File: src/gpdfr_defines.svh
// Offsets, field positions, reset values and timing counts for the shutdown/fault block
`ifndef GPDFR_DEFINES_SVH
`define GPDFR_DEFINES_SVH
// Clock rate
`define GPDFR_CLK_MHZ            100
// Register byte offsets
`define GPDFR_OFF_CTRL           12'h000
`define GPDFR_OFF_GROUPS         12'h004
`define GPDFR_OFF_DELAYS         12'h008
`define GPDFR_OFF_FAULT_CFG      12'h00c
`define GPDFR_OFF_STATUS         12'h010
`define GPDFR_OFF_FAULT_ACT      12'h014
// Control register fields
`define GPDFR_CTRL_STYLE_BIT     0
`define GPDFR_CTRL_GO_BIT        1
// Delay register fields
`define GPDFR_DLY_GAP_LSB        0
`define GPDFR_DLY_RST_LSB        8
`define GPDFR_DLY_HOLD_LSB       10
// Fault config fields (per regulator, 3 regulators)
`define GPDFR_FC_CURRENT_LIMIT_FAULT_LSB        0
`define GPDFR_FC_OV_LSB          4
`define GPDFR_FC_UV_LSB          8
`define GPDFR_FC_REN_LSB         12
// Reset values
`define GPDFR_RST_CTRL           32'h0000_0000
`define GPDFR_RST_GROUPS         32'h0000_0300
`define GPDFR_RST_DELAYS         32'h0000_0000
`define GPDFR_RST_FAULT_CFG      32'h0000_0000
// Times in whole microseconds
`define GPDFR_GAP0_US            120
`define GPDFR_GAP1_US            250
`define GPDFR_GAP2_US            500
`define GPDFR_GAP3_US            1000
`define GPDFR_RST1_US            10
`define GPDFR_RST2_US            100
`define GPDFR_RST3_US            500
`define GPDFR_HOLD1_US           1500
`define GPDFR_HOLD2_US           5000
`define GPDFR_HOLD3_US           10000
`define GPDFR_CURRENT_LIMIT_FAULT_DB_US         1000
`define GPDFR_OVUV_PERSIST_US    300
`define GPDFR_REEN_WAIT_US       500
// Derived cycle counts
`define GPDFR_CYC(us)            ((us) * `GPDFR_CLK_MHZ)
`endif

File: src/gpdfr_pkg.sv
// Types shared by the shutdown sequencer and the fault filter
package gpdfr_pkg;
  // One regulator's raw fault inputs
  typedef struct packed {
    logic current_limit_fault;
    logic ov;
    logic uv;
  } gpdfr_flt_t;
  // One regulator's fault response setup
  typedef struct packed {
    logic current_limit_fault_keep;
    logic ov_keep;
    logic uv_keep;
    logic reen;
  } gpdfr_fcfg_t;
  // Sequencer states, one-hot
  typedef enum logic [5:0] {
    GPDFR_IDLE  = 6'b000001,
    GPDFR_SCAN  = 6'b000010,
    GPDFR_RSTW  = 6'b000100,
    GPDFR_OFF   = 6'b001000,
    GPDFR_GAP   = 6'b010000,
    GPDFR_HOLD  = 6'b100000
  } gpdfr_state_t;
endpackage : gpdfr_pkg

File: src/gpdfr_fault_ch.sv
// One regulator's fault debounce and keep-on/disable response
`include "gpdfr_defines.svh"
module gpdfr_fault_ch #(
  parameter int CURRENT_LIMIT_FAULT_CYC    = `GPDFR_CYC(`GPDFR_CURRENT_LIMIT_FAULT_DB_US),
  parameter int PERSIST_CYC = `GPDFR_CYC(`GPDFR_OVUV_PERSIST_US),
  parameter int REEN_CYC    = `GPDFR_CYC(`GPDFR_REEN_WAIT_US)
) (
  // Clock and reset
  input  wire logic              core_clk,
  input  wire logic              rst_b,
  // Monitoring window and inputs
  input  wire logic              monitor_en,
  input  wire gpdfr_pkg::gpdfr_flt_t  flt,
  input  wire gpdfr_pkg::gpdfr_fcfg_t cfg,
  // Results
  output logic                   fault_evt,
  output logic                   force_off
);
  import gpdfr_pkg::*;
  logic [19:0] current_limit_fault_cnt_q;         // Current-limit debounce counter
  logic [19:0] ovuv_cnt_q;         // OV/UV persistence counter
  logic [19:0] reen_cnt_q;         // Wait after fault clears
  logic        current_limit_fault_det_q;         // Debounced current limit
  logic        ovuv_det_q;         // Detected OV/UV (filter assumed upstream)
  logic        off_q;              // Regulator held off
  logic        ovuv_now;
  logic        current_limit_fault_trip;
  logic        ovuv_trip;
  logic        any_fault;
  assign ovuv_now  = monitor_en & (flt.ov | flt.uv);
  assign any_fault = (monitor_en & flt.current_limit_fault) | ovuv_now;
  // Current limit counted only after a full debounce
  always_ff @(posedge core_clk)
  begin
    if (!rst_b || !(monitor_en && flt.current_limit_fault))
    begin
      current_limit_fault_cnt_q <= 20'h0_0000;
      current_limit_fault_det_q <= 1'b0;
    end
    else if (current_limit_fault_cnt_q < 20'(CURRENT_LIMIT_FAULT_CYC - 1))
      current_limit_fault_cnt_q <= current_limit_fault_cnt_q + 20'h0_0001;
    else
      current_limit_fault_det_q <= 1'b1;
  end
  // OV/UV persistence timer starts the cycle the fault is detected
  always_ff @(posedge core_clk)
  begin
    if (!rst_b || !ovuv_now)
    begin
      ovuv_cnt_q <= 20'h0_0000;
      ovuv_det_q <= 1'b0;
    end
    else
    begin
      ovuv_det_q <= 1'b1;
      if (ovuv_cnt_q <= 20'(PERSIST_CYC))
        ovuv_cnt_q <= ovuv_cnt_q + 20'h0_0001;
    end
  end
  // Trip only when configured to disable
  assign current_limit_fault_trip = current_limit_fault_det_q & ~cfg.current_limit_fault_keep;
  assign ovuv_trip = (ovuv_cnt_q > 20'(PERSIST_CYC)) &
                     ((flt.ov & ~cfg.ov_keep) | (flt.uv & ~cfg.uv_keep));
  // Hold off, then release after the re-enable wait if allowed
  always_ff @(posedge core_clk)
  begin
    if (!rst_b)
    begin
      off_q      <= 1'b0;
      reen_cnt_q <= 20'h0_0000;
    end
    else if (current_limit_fault_trip || ovuv_trip)
    begin
      off_q      <= 1'b1;
      reen_cnt_q <= 20'h0_0000;
    end
    else if (off_q && cfg.reen && !any_fault)
    begin
      // Restore previous state only after the fault stays gone
      if (reen_cnt_q >= 20'(REEN_CYC - 1))
        off_q <= 1'b0;
      else
        reen_cnt_q <= reen_cnt_q + 20'h0_0001;
    end
    else
      reen_cnt_q <= 20'h0_0000; // Stays off without re-enable
  end
  // Event pulse when a fault is detected while no fault was detected the cycle before
  logic det_prev_q;
  always_ff @(posedge core_clk)
  begin
    if (!rst_b)
      det_prev_q <= 1'b0;
    else
      det_prev_q <= current_limit_fault_det_q | ovuv_det_q;
  end
  assign fault_evt = (current_limit_fault_det_q | ovuv_det_q) & ~det_prev_q;
  assign force_off = off_q;
endmodule : gpdfr_fault_ch

File: src/gpdfr_top.sv
// Group shutdown sequencer, power-on masking and fault response with APB registers
//
// Contract
// - Style select one chooses group shutdown
// - Group members switch off together
// - Groups run four, three, two, one
// - Empty groups skipped, timer starts populated
// - Group code 00..11 maps groups 4..1
// - Power-ok general output follows own group
// - Per-group gap 120/250/500/1000 us
// - Reset-to-disable delay none/10/100/500 us
// - Zero delay disables with reset assertion
// - Power-on ignored through sequence and hold
// - Hold delay none/1.5/5/10 ms
// - After hold, valid power-on restarts
// - Hold delay field resets to 00
// - Faults watched in active states
// - Unmasked faults assert interrupt output
// - Fault config restored after start-up
// - Keep-on bit zero disables regulator
// - Current limit debounced 1 ms, immediate off
// - OV/UV off after 300 us persistence
// - Re-enable bit chooses restore or off
// - Re-enable one restores, zero stays off
`include "gpdfr_defines.svh"
module gpdfr_top #(
  parameter int NREG = 3                      // Regulators
) (
  // Clock and reset
  input  wire logic              core_clk,
  input  wire logic              rst_b,
  // APB slave
  input  wire logic              psel,
  input  wire logic              penable,
  input  wire logic              pwrite,
  input  wire logic [11:0]       paddr,
  input  wire logic [31:0]       pwdata,
  output logic                   pready,
  output logic [31:0]            prdata,
  output logic                   pslverr,
  // System events
  input  wire logic              power_on_input,
  input  wire logic              startup_done,
  input  wire logic              active_state,
  input  wire logic              gpo_mode,
  // Fault monitors
  input  wire gpdfr_pkg::gpdfr_flt_t [NREG-1:0] flt,
  // Outputs
  output logic [NREG-1:0]        reg_enable,
  output logic                   power_ok_pin,
  output logic                   host_reset_output,
  output logic                   interrupt_output_n,
  output logic                   startup_req
);
  import gpdfr_pkg::*;
  localparam int GAP0 = `GPDFR_CYC(`GPDFR_GAP0_US);
  localparam int GAP1 = `GPDFR_CYC(`GPDFR_GAP1_US);
  localparam int GAP2 = `GPDFR_CYC(`GPDFR_GAP2_US);
  localparam int GAP3 = `GPDFR_CYC(`GPDFR_GAP3_US);
  localparam int RST1 = `GPDFR_CYC(`GPDFR_RST1_US);
  localparam int RST2 = `GPDFR_CYC(`GPDFR_RST2_US);
  localparam int RST3 = `GPDFR_CYC(`GPDFR_RST3_US);
  localparam int HLD1 = `GPDFR_CYC(`GPDFR_HOLD1_US);
  localparam int HLD2 = `GPDFR_CYC(`GPDFR_HOLD2_US);
  localparam int HLD3 = `GPDFR_CYC(`GPDFR_HOLD3_US);
  // Registers
  logic [31:0]  ctrl_q;            // Style select, software shutdown request
  logic [31:0]  groups_q;          // 2-bit group fields: regs, power-ok, host reset
  logic [31:0]  delays_q;          // Gap, reset delay, hold delay
  logic [31:0]  fcfg_q;            // Fault keep-on and re-enable bits
  logic [NREG-1:0] flt_sticky_q;   // Fault events seen
  logic [NREG-1:0] flt_mask_q;     // Fault interrupt masks
  // Sequencer
  gpdfr_state_t state_q;
  logic [1:0]   grp_q;             // Current group code, 00 first
  logic [19:0]  tmr_q;             // Shared delay timer
  logic [NREG-1:0] seq_off_q;      // Regulators shut by the sequencer
  logic         pok_off_q;         // Power-ok general output dropped
  logic         rst_asserted_q;    // Host reset asserted by sequencer
  logic         pon_prev_q;        // Previous power-on sample
  logic         start_q;           // Start pulse request
  // Per-regulator fault channel results
  logic [NREG-1:0] fevt;
  logic [NREG-1:0] foff;
  // APB decode
  logic         wr_en;
  logic         rd_en;
  logic         addr_ok;
  assign wr_en   = psel & penable & pwrite;
  assign rd_en   = psel & penable & ~pwrite;
  assign pready  = 1'b1;           // Zero wait states
  assign addr_ok = (paddr == `GPDFR_OFF_CTRL) || (paddr == `GPDFR_OFF_GROUPS) ||
                   (paddr == `GPDFR_OFF_DELAYS) || (paddr == `GPDFR_OFF_FAULT_CFG) ||
                   (paddr == `GPDFR_OFF_STATUS) || (paddr == `GPDFR_OFF_FAULT_ACT);
  assign pslverr = psel & penable & ~addr_ok;
  // Configuration registers
  always_ff @(posedge core_clk)
  begin
    if (!rst_b)
    begin
      ctrl_q   <= `GPDFR_RST_CTRL;
      groups_q <= `GPDFR_RST_GROUPS;
      delays_q <= `GPDFR_RST_DELAYS;   // Hold field 00
    end
    else
    begin
      if (wr_en && paddr == `GPDFR_OFF_CTRL)
        ctrl_q <= pwdata & 32'h0000_0003;
      else if (state_q == GPDFR_SCAN)
        ctrl_q[`GPDFR_CTRL_GO_BIT] <= 1'b0;   // Request consumed
      if (wr_en && paddr == `GPDFR_OFF_GROUPS)
        groups_q <= pwdata & 32'h0000_0fff;
      if (wr_en && paddr == `GPDFR_OFF_DELAYS)
        delays_q <= pwdata & 32'h0000_0fff;
    end
  end
  // Fault setup: software writes, start-up completion restores defaults
  always_ff @(posedge core_clk)
  begin
    if (!rst_b || startup_done)
    begin
      fcfg_q     <= `GPDFR_RST_FAULT_CFG;
      flt_mask_q <= '0;
    end
    else if (wr_en && paddr == `GPDFR_OFF_FAULT_CFG)
    begin
      fcfg_q     <= pwdata & 32'h0000_ffff;
      flt_mask_q <= pwdata[16 +: NREG];
    end
  end
  // Sticky fault bits: write one to clear, a new event wins
  always_ff @(posedge core_clk)
  begin
    if (!rst_b)
      flt_sticky_q <= '0;
    else
      flt_sticky_q <= (flt_sticky_q &
                       ~((wr_en && paddr == `GPDFR_OFF_STATUS) ? pwdata[NREG-1:0] : '0))
                      | fevt;
  end
  assign interrupt_output_n = ~|(flt_sticky_q & ~flt_mask_q);
  // Read mux
  always_comb
  begin
    prdata = 32'h0000_0000;
    if (rd_en)
    begin
      case (paddr)
        `GPDFR_OFF_CTRL:      prdata = ctrl_q;
        `GPDFR_OFF_GROUPS:    prdata = groups_q;
        `GPDFR_OFF_DELAYS:    prdata = delays_q;
        `GPDFR_OFF_FAULT_CFG: prdata = fcfg_q | {13'h0000, flt_mask_q, 16'h0000};
        `GPDFR_OFF_STATUS:    prdata = {20'h0_0000, 6'(state_q), 3'h0, flt_sticky_q};
        `GPDFR_OFF_FAULT_ACT: prdata = {28'h000_0000, 1'b0, foff};
        default:              prdata = 32'h0000_0000;
      endcase
    end
  end
  // Group membership for current group
  logic [NREG-1:0] reg_in_grp;
  logic            pok_in_grp;
  logic            rst_in_grp;
  logic            grp_nonempty;
  logic [1:0]      rst_code;
  always_comb
  begin
    // Field code equal to group index: 00 is group 4, 11 is group 1
    for (int i = 0; i < NREG; i++)
      reg_in_grp[i] = (groups_q[2*i +: 2] == grp_q);
    pok_in_grp   = gpo_mode && (groups_q[8 +: 2] == grp_q);
    rst_in_grp   = (groups_q[10 +: 2] == grp_q);
    grp_nonempty = (|reg_in_grp) | pok_in_grp | rst_in_grp;
    rst_code     = delays_q[`GPDFR_DLY_RST_LSB +: 2];
  end
  // Gap and hold lookups
  logic [19:0] gap_cyc;
  logic [19:0] rst_cyc;
  logic [19:0] hold_cyc;
  always_comb
  begin
    case (delays_q[`GPDFR_DLY_GAP_LSB + 2*grp_q +: 2])
      2'h0:    gap_cyc = 20'(GAP0);
      2'h1:    gap_cyc = 20'(GAP1);
      2'h2:    gap_cyc = 20'(GAP2);
      default: gap_cyc = 20'(GAP3);
    endcase
    case (rst_code)
      2'h1:    rst_cyc = 20'(RST1);
      2'h2:    rst_cyc = 20'(RST2);
      default: rst_cyc = 20'(RST3);
    endcase
    case (delays_q[`GPDFR_DLY_HOLD_LSB +: 2])
      2'h0:    hold_cyc = 20'h0_0000;
      2'h1:    hold_cyc = 20'(HLD1);
      2'h2:    hold_cyc = 20'(HLD2);
      default: hold_cyc = 20'(HLD3);
    endcase
  end
  // Shutdown triggers: power-on falling edge or software request in group style
  logic pon_fall;
  logic go;
  assign pon_fall = pon_prev_q & ~power_on_input;
  assign go = ctrl_q[`GPDFR_CTRL_STYLE_BIT] &
              (pon_fall | ctrl_q[`GPDFR_CTRL_GO_BIT]);
  always_ff @(posedge core_clk)
  begin
    if (!rst_b)
      pon_prev_q <= 1'b0;
    else
      pon_prev_q <= power_on_input;
  end
  // Group sequencer
  always_ff @(posedge core_clk)
  begin
    if (!rst_b)
    begin
      state_q        <= GPDFR_IDLE;
      grp_q          <= 2'h0;
      tmr_q          <= 20'h0_0000;
      seq_off_q      <= '0;
      pok_off_q      <= 1'b0;
      rst_asserted_q <= 1'b0;
      start_q        <= 1'b0;
    end
    else
    begin
      start_q <= 1'b0;
      case (state_q)
        GPDFR_IDLE:
        begin
          if (go)
          begin
            grp_q   <= 2'h0;                 // Group 4 first
            state_q <= GPDFR_SCAN;
          end
        end
        GPDFR_SCAN:
        begin
          tmr_q <= 20'h0_0000;
          if (!grp_nonempty)
          begin
            // Empty group: no timer spent on it
            if (grp_q == 2'h3)
              state_q <= GPDFR_HOLD;
            else
              grp_q <= grp_q + 2'h1;
          end
          else if (rst_in_grp && rst_code != 2'h0)
          begin
            rst_asserted_q <= 1'b1;          // Reset first, then wait
            state_q        <= GPDFR_RSTW;
          end
          else
          begin
            if (rst_in_grp)
              rst_asserted_q <= 1'b1;        // Same cycle as disables
            seq_off_q <= seq_off_q | reg_in_grp;
            pok_off_q <= pok_off_q | pok_in_grp;
            state_q   <= GPDFR_GAP;
          end
        end
        GPDFR_RSTW:
        begin
          if (tmr_q >= rst_cyc - 20'h0_0001)
          begin
            seq_off_q <= seq_off_q | reg_in_grp;
            pok_off_q <= pok_off_q | pok_in_grp;
            tmr_q     <= 20'h0_0000;
            state_q   <= GPDFR_GAP;
          end
          else
            tmr_q <= tmr_q + 20'h0_0001;
        end
        GPDFR_GAP:
        begin
          if (tmr_q >= gap_cyc - 20'h0_0001)
          begin
            tmr_q <= 20'h0_0000;
            if (grp_q == 2'h3)
              state_q <= GPDFR_HOLD;
            else
            begin
              grp_q   <= grp_q + 2'h1;
              state_q <= GPDFR_SCAN;
            end
          end
          else
            tmr_q <= tmr_q + 20'h0_0001;
        end
        GPDFR_HOLD:
        begin
          // Power-on is not looked at until the hold ends
          if (tmr_q >= hold_cyc)
          begin
            tmr_q   <= 20'h0_0000;
            state_q <= GPDFR_OFF;
          end
          else
            tmr_q <= tmr_q + 20'h0_0001;
        end
        GPDFR_OFF:
        begin
          if (power_on_input)
          begin
            // Valid power-up after hold restarts; outputs restored
            start_q        <= 1'b1;
            seq_off_q      <= '0;
            pok_off_q      <= 1'b0;
            rst_asserted_q <= 1'b0;
            state_q        <= GPDFR_IDLE;
          end
        end
        default: state_q <= GPDFR_IDLE;
      endcase
    end
  end
  assign startup_req       = start_q;
  assign host_reset_output = ~rst_asserted_q;     // High while released
  assign power_ok_pin      = gpo_mode & ~pok_off_q;
  assign reg_enable        = ~seq_off_q & ~foff;
  // Fault channels, one per regulator
  genvar g;
  generate
    for (g = 0; g < NREG; g++)
    begin : g_flt
      gpdfr_fcfg_t c;
      assign c = '{current_limit_fault_keep: fcfg_q[`GPDFR_FC_CURRENT_LIMIT_FAULT_LSB + g],
                   ov_keep:   fcfg_q[`GPDFR_FC_OV_LSB + g],
                   uv_keep:   fcfg_q[`GPDFR_FC_UV_LSB + g],
                   reen:      fcfg_q[`GPDFR_FC_REN_LSB + g]};
      gpdfr_fault_ch u_ch (
        .core_clk   (core_clk),
        .rst_b      (rst_b),
        .monitor_en (active_state),
        .flt        (flt[g]),
        .cfg        (c),
        .fault_evt  (fevt[g]),
        .force_off  (foff[g])
      );
    end
  endgenerate
  // Checks
  a_order_grp: assert property (@(posedge core_clk) disable iff (!rst_b)
    $changed(grp_q) |-> grp_q == $past(grp_q) + 2'h1)
    else $error("group order broken");
  a_pon_mask: assert property (@(posedge core_clk) disable iff (!rst_b)
    (state_q == GPDFR_HOLD) |=> !startup_req)
    else $error("power-on taken during hold");
  a_irq_out: assert property (@(posedge core_clk) disable iff (!rst_b)
    (|(fevt & ~flt_mask_q) && !(wr_en && paddr == `GPDFR_OFF_FAULT_CFG))
    |=> !interrupt_output_n)
    else $error("interrupt not raised");
  a_zero_rst: assert property (@(posedge core_clk) disable iff (!rst_b)
    (state_q == GPDFR_SCAN && rst_in_grp && rst_code == 2'h0 && grp_nonempty)
    |=> !host_reset_output && state_q == GPDFR_GAP)
    else $error("reset and disables not together");
  a_style_sel: assert property (@(posedge core_clk) disable iff (!rst_b)
    (state_q == GPDFR_IDLE && !ctrl_q[`GPDFR_CTRL_STYLE_BIT]) |=> state_q == GPDFR_IDLE)
    else $error("group style started when not selected");
  a_skip_empty: assert property (@(posedge core_clk) disable iff (!rst_b)
    (state_q == GPDFR_SCAN && !grp_nonempty && grp_q != 2'h3) |=> state_q == GPDFR_SCAN)
    else $error("empty group not skipped");
  a_fcfg_restore: assert property (@(posedge core_clk) disable iff (!rst_b)
    startup_done |=> fcfg_q == `GPDFR_RST_FAULT_CFG)
    else $error("fault config not restored");
  a_group_off: assert property (@(posedge core_clk) disable iff (!rst_b)
    (state_q == GPDFR_GAP && $past(state_q) != GPDFR_GAP) |-> &(seq_off_q | ~reg_in_grp))
    else $error("group member left on");
endmodule : gpdfr_top

File: config.mk
export PLATFORM = sky130hd
export DESIGN_NAME = gpdfr_top
export DESIGN_NICKNAME = d
export VERILOG_FILES = /design/src/gpdfr_pkg.sv /design/src/gpdfr_fault_ch.sv /design/src/gpdfr_top.sv
export VERILOG_INCLUDE_DIRS = /design/src
export SDC_FILE = /design/constraint.sdc
export NUM_CORES = 1
export LEC_CHECK = 0
export BUFFER_PORTS_ARGS = -buffer_cell sky130_fd_sc_hd__buf_2
export CAP_MARGIN = 20
export CELL_PAD_IN_SITES_DETAIL_PLACEMENT = 1
export CELL_PAD_IN_SITES_GLOBAL_PLACEMENT = 1
export CORE_MARGIN = 2
export CORE_UTILIZATION = 35
export CTS_CLUSTER_DIAMETER = 60
export DETAILED_ROUTE_END_ITERATION = 7
export GPL_ROUTABILITY_DRIVEN = 0
export HOLD_SLACK_MARGIN = 0.12
export PLACE_DENSITY_LB_ADDON = 0.1
export SETUP_SLACK_MARGIN = 0.15
export SYNTH_ARGS = -nofsm -noshare
export SYNTH_HDL_FRONTEND = slang
export SYNTH_HIERARCHICAL = 1
export SYNTH_SLANG_ARGS = --single-unit
File: constraint.sdc
create_clock -name core_clk -period 5.1 [get_ports core_clk]
set_clock_uncertainty 0.2 [all_clocks]
set_input_delay 1.02 -clock core_clk [delete_from_list [all_inputs] [get_ports core_clk]]
set_output_delay 1.02 -clock core_clk [all_outputs]
set_load 0.01 [all_outputs]
== Yosys cells after proc, flatten, opt, wreduce, memory -nomap -nowiden ==
Cells that the tools add are included.

* Shift operators: 1
* Reduce and logical (&&, ||, !) cells: 70
* Eq/ne operators: 33
* Bitwise operators: 75
* Muxes and demuxes: 54
* Add/sub/neg operators: 13
* Magnitude comparators: 15

{| class="wikitable"
|+ Operator list
! cell !! count
|-
| $add A20 B1 Y20 const B || 10
|-
| $pmux W19 S6 || 1
|-
| $pmux W20 S4 || 1
|-
| $ge A20 B16 Y1 const B || 3
|-
| $ge A20 B20 Y1 || 3
|-
| $gt A20 B15 Y1 const B || 3
|-
| $le A20 B15 Y1 const B || 3
|-
| $lt A20 B17 Y1 const B || 3
|-
| $mux W20 || 3
|-
| $pmux W20 S3 || 1
|-
| $pmux W17 S3 || 1
|-
| $mux W6 || 8
|-
| $sub A20 B1 Y20 const B || 2
|-
| $pmux W6 S6 || 1
|-
| $pmux W16 S2 || 1
|-
| $shiftx A32 B4 Y2 || 1
|-
| $and A1 B1 Y1 || 28
|-
| $eq A12 B4 Y1 const B || 2
|-
| $eq A12 B5 Y1 const B || 2
|-
| $mux W1 || 22
|-
| $not A1 Y1 || 21
|-
| $mux W19 || 1
|-
| $or A16 B19 Y19 || 1
|-
| $reduce_bool A2 Y1 || 9
|-
| 36 further kinds || 130
|}

* Register bits after elaboration: 275
* Bits of input ports: 62
* Output and inout bits: 41

== Longest topological paths before layout ==
Gate-level depths: netlist of run 1.

* Depth in word-level cells: 8
* Gate-level depth with buffers: 15
* Gate-level depth less buffers: 12

== Hierarchy ==
Netlist of run 1, hierarchy kept.

{| class="wikitable"
|+ By module, submodules not included
! module !! sequential area each (um^2) !! area an instance (um^2) !! cells an instance !! times used
|-
| gpdfr_fault_ch || 1281.2 || 2879.0 || 332 || 3
|-
| gpdfr_top || 1661.6 || 5564.1 || 705 || 1
|}

== Worst setup path before layout of run 1 ==
No wires, ideal clock.

* Kind: input port to output port
* From: in paddr[9]
* To: out prdata[10]
* Slack: 1.152 ns
* Data required time: 3.880 ns
* Arrival: 2.728 ns
* Buffers on the path: 2
* Cell stages on the path: 7
* Cell sequence: or4_1 -> nor4_2 -> and3_1 -> buf_2 -> clkbuf_1 -> a222oi_1 -> nor2_1

* Word-level cells in the longest chain between the ends: 3

{| class="wikitable"
|+ Ends and longest elaborated chain
! element !! RTL line !! text
|-
| from (decl) || gpdfr_top.sv:36 || <nowiki>input wire logic [11:0] paddr,</nowiki>
|-
| $eq A12 B5 Y1 (tied with other cells) || gpdfr_top.sv:148 || <nowiki>case (paddr)</nowiki>
|-
| $pmux W19 S6 * || gpdfr_top.sv:148 ||
|-
| $mux W19 * || gpdfr_top.sv:146 || <nowiki>if (rd_en)</nowiki>
|-
| to (decl) || gpdfr_top.sv:39 || <nowiki>output logic [31:0] prdata,</nowiki>
|}

Every way passes the cells marked *; elsewhere a longest branch is shown, timed or not.

== Worst setup path after layout of run 1 ==
* From: in paddr[9]
* To: out prdata[2]

The elaborated chain is that of the path after synthesis.

==> results of run 1 <==
-- per-layer routing --
metal | routed length, um | up-vias
met3 | 1500 | 61
met5 | 27 | -
met2 | 19100 | 142
met4 | 1000 | 4
met1 | 19100 | 5938
li1 | - | 6118
-- metrics by stage --
step,power [mW],hold WS [ns]
final,4.82,0.234
after global routing,5.01,0.256
after CTS,4.91,0.237
after detailed placement,2.33,0.230
after global placement,2.33,0.224
after floorplan,2.27,0.215
-- cells by family after synthesis --
group | after synthesis | share of synthesized area, %
compound gates | 237 | 11.4
xor+xnor | 129 | 7.96
fa+ha+maj | 68 | 5.99
buf+inv | 157 | 4.82
flops | 275 | 38.8
mux | 33 | 2.70
other cells | 2 | 0.0529
simple gates | 800 | 28.3
-- worst min path at each step --
stage,end,cells past startpoint
2_1_floorplan,g_flt[0].u_ch/reen_cnt_q[19]$_SDFFE_PP0N_,2
3_3_place_gp,g_flt[1].u_ch/reen_cnt_q[17]$_SDFFE_PP0N_,2
3_5_place_dp,g_flt[0].u_ch/reen_cnt_q[19]$_SDFFE_PP0N_,2
4_1_cts,g_flt[1].u_ch/reen_cnt_q[19]$_SDFFE_PP0N_,2
5_1_grt,g_flt[1].u_ch/reen_cnt_q[19]$_SDFFE_PP0N_,2
6_report,g_flt[0].u_ch/reen_cnt_q[19]$_SDFFE_PP0N_,2
-- sequential cells by signal (all words and copies together) (netlist names), 2 cells and up --
register,count
groups_q,12
g_flt.u_ch/current_limit_fault_cnt_q,60
g_flt.u_ch/reen_cnt_q,60
delays_q,12
grp_q,2
g_flt.u_ch/ovuv_cnt_q,60
flt_sticky_q,3
flt_mask_q,3
seq_off_q,3
g_flt.u_ch/ovuv_det_q,3
state_q,6
g_flt.u_ch/force_off,3
tmr_q,20
fcfg_q,16
ctrl_q,2
g_flt.u_ch/det_prev_q,3
g_flt.u_ch/current_limit_fault_det_q,3
-- worst reg2reg max path: stages, from the launching register on --
cell and delay, ns:
dfxtp_1 0.53, mux4_2 0.67, ha_1 0.26, nor2_1 0.18, nand2_1 0.08, ha_1 0.31, a2111oi_0 0.34, o21ai_0 0.15
a311oi_1 0.24, and3_1 0.33, buf_4 0.32, o311ai_0 0.19, o211ai_1 0.12
-- power by group through the flow --
stage	Clock, mW	Combinational (mW)	Sequential, mW
floorplan	0	0.0676	2.21
global placement	0	0.116	2.21
detailed placement	0	0.118	2.21
CTS	2.63	0.119	2.16
global route	2.72	0.131	2.16
finish	2.54	0.117	2.16
-- area by class of cell --
| type | count | area, um^2 |
|---|---|---|
| sequential | 275 | 5510 |
| multi-input combinational | 1282 | 8070 |
| inverter | 72 | 270 |
| fill | 4773 | 23600 |
| timing repair buffer | 102 | 576 |
| tap | 525 | 657 |
| clock inverter | 15 | 146 |
| antenna | 2 | 5.00 |
| clock buffer | 51 | 1050 |
-- placed cells by master (no fill, tap or decap), types with 10 or more instances in the layout --
cell,instances
a21oi_1,65
a222oi_1,10
a31oi_1,11
and2_1,46
and3_1,54
buf_2,75
buf_4,26
clkbuf_16,38
conb_1,15
dfxtp_1,275
ha_1,68
inv_1,71
mux2i_1,27
nand2_1,183
nand3_1,56
nand4_1,53
nor2_1,241
nor2b_1,11
nor3_1,51
nor4_1,24
o2111ai_1,12
o211ai_1,19
o21ai_0,34
o31ai_1,10
o32ai_1,12
xnor2_1,53
xor2_1,76
==> flow_summary.yaml, run 1 <==
power_and_ir_drop:
  intPower_mw: 3.70
  ir_drop_v: 0.000201
  leakage_nw: 6.18
  swShare_pct: 23.1
  power_switching_mw: 1.12
  pwr-share-seq_pct: 44.9
  p_comb_share_pct: 2.4
  clkPwrFrac_pct: 52.7
  powerDensity_nw_per_um2: 296
logic_synthesis:
  seq_area_frac_synth_pct: 38.8
  synth_edf_count: 0
  synth.avg_cell_area_um2: 8.35
  yosysUniqueCellTypes: 72
  synth_flop_cell: "dfxtp_1"
  synthTopCellsByArea: "dfxtp_1, nor2_1, ha_1"
  synth_warnings: 6
  synth-seq-cells: 275
  synthTopCellsByCount: "dfxtp_1, nor2_1, nand2_1, xor2_1, inv_1"
  async_reset_ff_share_pct: 0
  synth_area_um2: 14200
  netlist_instances: 1701
  synth.most_common_cell: "dfxtp_1"
  synth_top_area_share_pct: 38.8
  yosysTopAreaCell: "dfxtp_1"
critical_path:
  timing.rr.start: "grp_q[0]$_SDFFE_PN0P_"
  worstSetupPathType: "in -> out"
  cp-startpoint: "paddr[9]"
  rr_worst_depth: 12
  cp_num_cells: 7
  crit_fanout: 10
  cp_cell_sequence: "buf_2 > or4_1 > nor4_2 > and3_1 > a222oi_1 > nor2_1 > buf_2"
  critPathTopFamily: "simple AND/OR/NAND/NOR gates"
  cpMaxStageDelayCell: "or4_1"
  required_ns: 3.88
  critPathArrivalTime_ns: 3.13
  crit_path_end: "prdata[2]"
  worst-path-buf-inv: 2
  r2r_setup_slack_ns: 1.08
  rr_endpoint: "tmr_q[2]$_SDFFE_PN0P_"
  critPathLaunchType: "input pin"
  end_kind: "output port"
  cpPeakStageDelay_ns: 0.60
  cp_common_cell: "buf_2"
routing:
  vias: 12300
  drtPass1Iterations: 8
  wl_um: 40800
  vias_per_cell: 5.28
  wire_per_inst_um: 17.5
  ant_nets: 0
  drcViolationCount: 0
  drtIter0Drc: 608
timing:
  drv_slew: 0
  fmax_mhz: 230
  setup_slack_ns: 0.748
  finalSetupTns_ns: 0
  rsz0062_at_grt: "no"
  fin_crit_sh_pct: 85.3
  setup_viol: 0
  worst_pin_slew_ns: 1.06
  hold_violations: 0
  relSlewSlack_pct: 28.7
  finalCriticalPeriod_ns: 4.35
hold_path:
  hold_path.class: "reg -> reg"
  hp-start: "g_flt[0].u_ch/reen_cnt_q[19]$_SDFFE_PP0N_"
global_routing:
  grt_usage_pct: 19.7
  grt_max_degree: 44
  grt_pass1_wl_um: 66700
  grt_util_met1_pct: 25.4
  grt-ovfl-total: 0
  grt_pass1_vias: 12500
  grt-busiest-layer: "met2"
  use_met3_pct: 3.75
  grtUsageMet2_pct: 32.9
  antenna_found_initial: 4
placed_design:
  post-place-ws_ns: 0.757
  place_inst: 2253
  io_buffers: 75
  dp_hpwl_um: 29500
  placed_area_um2: 15100
layout:
  synthToLayoutAreaGrowth_pct: 14.7
  finalInstanceArea_um2: 16300
  drive_gt1_share_pct: 10.7
  fin_util_pct: 40.8
  instances_no_fill: 2324
  nNetsFinal: 1901
die:
  die_height_um: 205
  die_x_um: 205
  start_util_pct: 35.6
  die-area_um2: 42200
  placement_rows: 73
  io_pins: 103
  core-area_um2: 39900
clock_network:
  cts_buffers: 38
  cts_hold_buf: 0
  h-tree-depth: 2
  clk_pin_slew_ns: 0.05
  cts_num_sinks: 275
  cts.repair.resized: 0
  root_buffer: "clkbuf_16"
  clockBufferDepth: 3
  worstSkewPairLatency_ns: 0.55
  postCtsSetupRepairBufs: 0
  cts_tree: "yes"
status:
  status: "complete, no violations"
run:
  cap_violations: 0
No activity file was read; power rests on OpenSTA's default activity.
==> run 2, diff against run 1 <==
ABC_AREA = 1   (was unset)
==> flow_summary.yaml, run 2 <==
logic_synthesis:
  seq_area_frac_synth_pct: 34.0
  synth_top_area_share_pct: 34.0
  synthTopCellsByArea: "dfxtp_1, nand2_1, nor2_1"
  synth.most_common_cell: "nand2_1"
  synth_flop_cell: "dfxtp_1"
  netlist_instances: 2478
  synth.avg_cell_area_um2: 6.54
  synthTopCellsByCount: "nand2_1, nor2_1, inv_1, dfxtp_1, nand3_1"
  yosysTopAreaCell: "dfxtp_1"
  synth_warnings: 6
  synth_edf_count: 0
  synth-seq-cells: 275
  yosysUniqueCellTypes: 50
  async_reset_ff_share_pct: 0
  synth_area_um2: 16200
critical_path:
  cp-startpoint: "grp_q[0]$_SDFFE_PN0P_"
  end_kind: "flop"
  critPathLaunchType: "flop"
  crit_fanout: 21
  timing.rr.start: "grp_q[0]$_SDFFE_PN0P_"
  critPathArrivalTime_ns: 4.66
  worstSetupPathType: "reg -> reg"
  cpPeakStageDelay_ns: 0.71
  required_ns: 5.39
  rr_worst_depth: 18
  r2r_setup_slack_ns: 0.73
  cp_common_cell: "nor2_1"
  cpMaxStageDelayCell: "a32oi_1"
  cp_cell_sequence: "inv_1 > nand2_1 > a32oi_1 > inv_1 > ha_1 > nor2_1 > nand2_1 > ha_1 > nand2_1 > nor2_1 > nand2_1 > nor2_1 > nor2_2 > nand2_2 > nand3_4 > nor2_2 > nor2_1 > nor2_1"
  rr_endpoint: "state_q[3]$_SDFFE_PN0P_"
power_and_ir_drop:
  leakage_nw: 7.15
  total_power_mw: 5.71
  powerDensity_nw_per_um2: 313
  ir_drop_v: 0.000225
timing:
  finalCriticalPeriod_ns: 4.37
  drv_slew: 0
  relSlewSlack_pct: 27.2
  rsz0062_at_grt: "no"
  worst_pin_slew_ns: 1.09
  hold-worst-slack_ns: 0.226
  finalSetupTns_ns: 0
  fmax_mhz: 229
  fin_crit_sh_pct: 85.6
  hold_violations: 0
  setup_viol: 0
layout:
  largestRegisters: "g_flt.u_ch/current_limit_fault_cnt_q x60, g_flt.u_ch/ovuv_cnt_q x60, g_flt.u_ch/reen_cnt_q x60"
  seqCellArea_um2: 5510
  instances_no_fill: 3172
  nNetsFinal: 2670
  synthToLayoutAreaGrowth_pct: 12.9
  fillers: 5982
  multi_input_area_um2: 8890
  drive_gt1_share_pct: 8.76
  layout_commonest_cell: "nand2_1"
  layout_common_cells: "nand2_1, nor2_1, inv_1"
clock_network:
  clk_pin_slew_ns: 0.05
  cts_num_sinks: 275
  cts_buffers: 41
  cts.repair.resized: 0
  clockBufferDepth: 3
  cts_hold_buf: 0
  worstSkewPairLatency_ns: 0.56
  h-tree-depth: 2
  cts_tree: "yes"
  postCtsSetupRepairBufs: 0
  root_buffer: "clkbuf_16"
global_routing:
  grt-ovfl-total: 0
  grt_pass1_wl_um: 80300
  grt_pass1_vias: 15800
  grt_usage_pct: 20.7
  grt_max_degree: 30
  antenna_found_initial: 6
routing:
  drtPass1Iterations: 5
  routed-wl-met3_um: 1700
  vias_per_cell: 4.90
  met2WireLength_um: 23600
  wl_um: 48800
  wl_met1_um: 22500
  wire_per_inst_um: 15.4
  drtIter0Drc: 642
  drcViolationCount: 0
  ant_nets: 0
  vias: 15500
  dr.max_layer_used: "met5"
status:
  status: "complete, no violations"
die:
  placement_rows: 78
  core-area_um2: 45500
  start_util_pct: 35.6
  die-area_um2: 48000
  die_height_um: 219
  die_x_um: 219
  io_pins: 103
hold_path:
  hp-start: "g_flt[1].u_ch/current_limit_fault_cnt_q[19]$_SDFFE_PP0N_"
  hold_end: "g_flt[1].u_ch/current_limit_fault_cnt_q[19]$_SDFFE_PP0N_"
  hold_path.class: "reg -> reg"
  whs_path_depth: 2
run:
  cap_violations: 0
placed_design:
  place_inst: 3095
  io_buffers: 75
  dp_hpwl_um: 36500
-- run 2: how the worst max path moves through the flow --
stage / end / slack (ns)
finish: state_q[3]$_SDFFE_PN0P_ / 0.73
global route: state_q[4]$_SDFFE_PN0P_ / 0.39
global placement: prdata[2] / 0.89
CTS: state_q[3]$_SDFFE_PN0P_ / 0.82
floorplan: prdata[2] / 1.64
detailed placement: state_q[3]$_SDFFE_PN0P_ / 0.85
-- run 2: metal layers --
| metal | track usage (%) | vias up |
|---|---|---|
| li1 | - | 7964 |
| met1 | 26.1 | 7333 |
| met2 | 36.4 | 171 |
| met3 | 3.48 | 67 |
| met4 | 5.79 | 2 |
| met5 | 0 | - |
-- run 2: logic make-up after synthesis --
kind of cell | after synthesis | synth area share, %
and+or+nand+nor | 1300 | 34.0
buffers and inverters | 436 | 11.5
AOI/OAI and AO/OA | 326 | 11.4
DFF | 275 | 34.0
xor gates and xnor gates | 71 | 3.84
adders and majority gates | 68 | 5.25
other | 2 | 0.0464
-- run 2: power breakdown --
part           switching, mW  internal, mW  total (mW)
clock                   1.08          1.71        2.79
combinational          0.457         0.217       0.675
sequential            0.0667          2.19        2.25
total                   1.60          4.11        5.71
-- run 2: cell type report --
type                            instances  share of cell area (%)
Multi-Input combinational cell       1780                    48.6
Sequential cell                       275                    30.1
Inverter                              359                    7.37
Clock buffer                           57                    6.61
Tap cell                              600                    4.11
Timing Repair Buffer                   83                    2.46
Clock inverter                         15                   0.691
Antenna cell                            3                  0.0411
-- run 2: critical path: cells and delay by family, from the launching register on --
family                     cells  cell delay [ns]
AOI/OAI and AO/OA              1             0.71
adders and majority gates      2             0.59
buffers and inverters          2             0.54
DFF                            1             0.46
and+or+nand+nor               13             1.81
-- run 2: metrics by stage --
step                      instance area [um^2]  setup WS, ns  utilization, %
after floorplan                          16200          1.64               -
after global placement                   16900         0.893            37.2
after detailed placement                 16900         0.850            37.2
after CTS                                18200         0.817            40.1
after global routing                     18300         0.391            40.2
final                                    18300         0.734            40.2
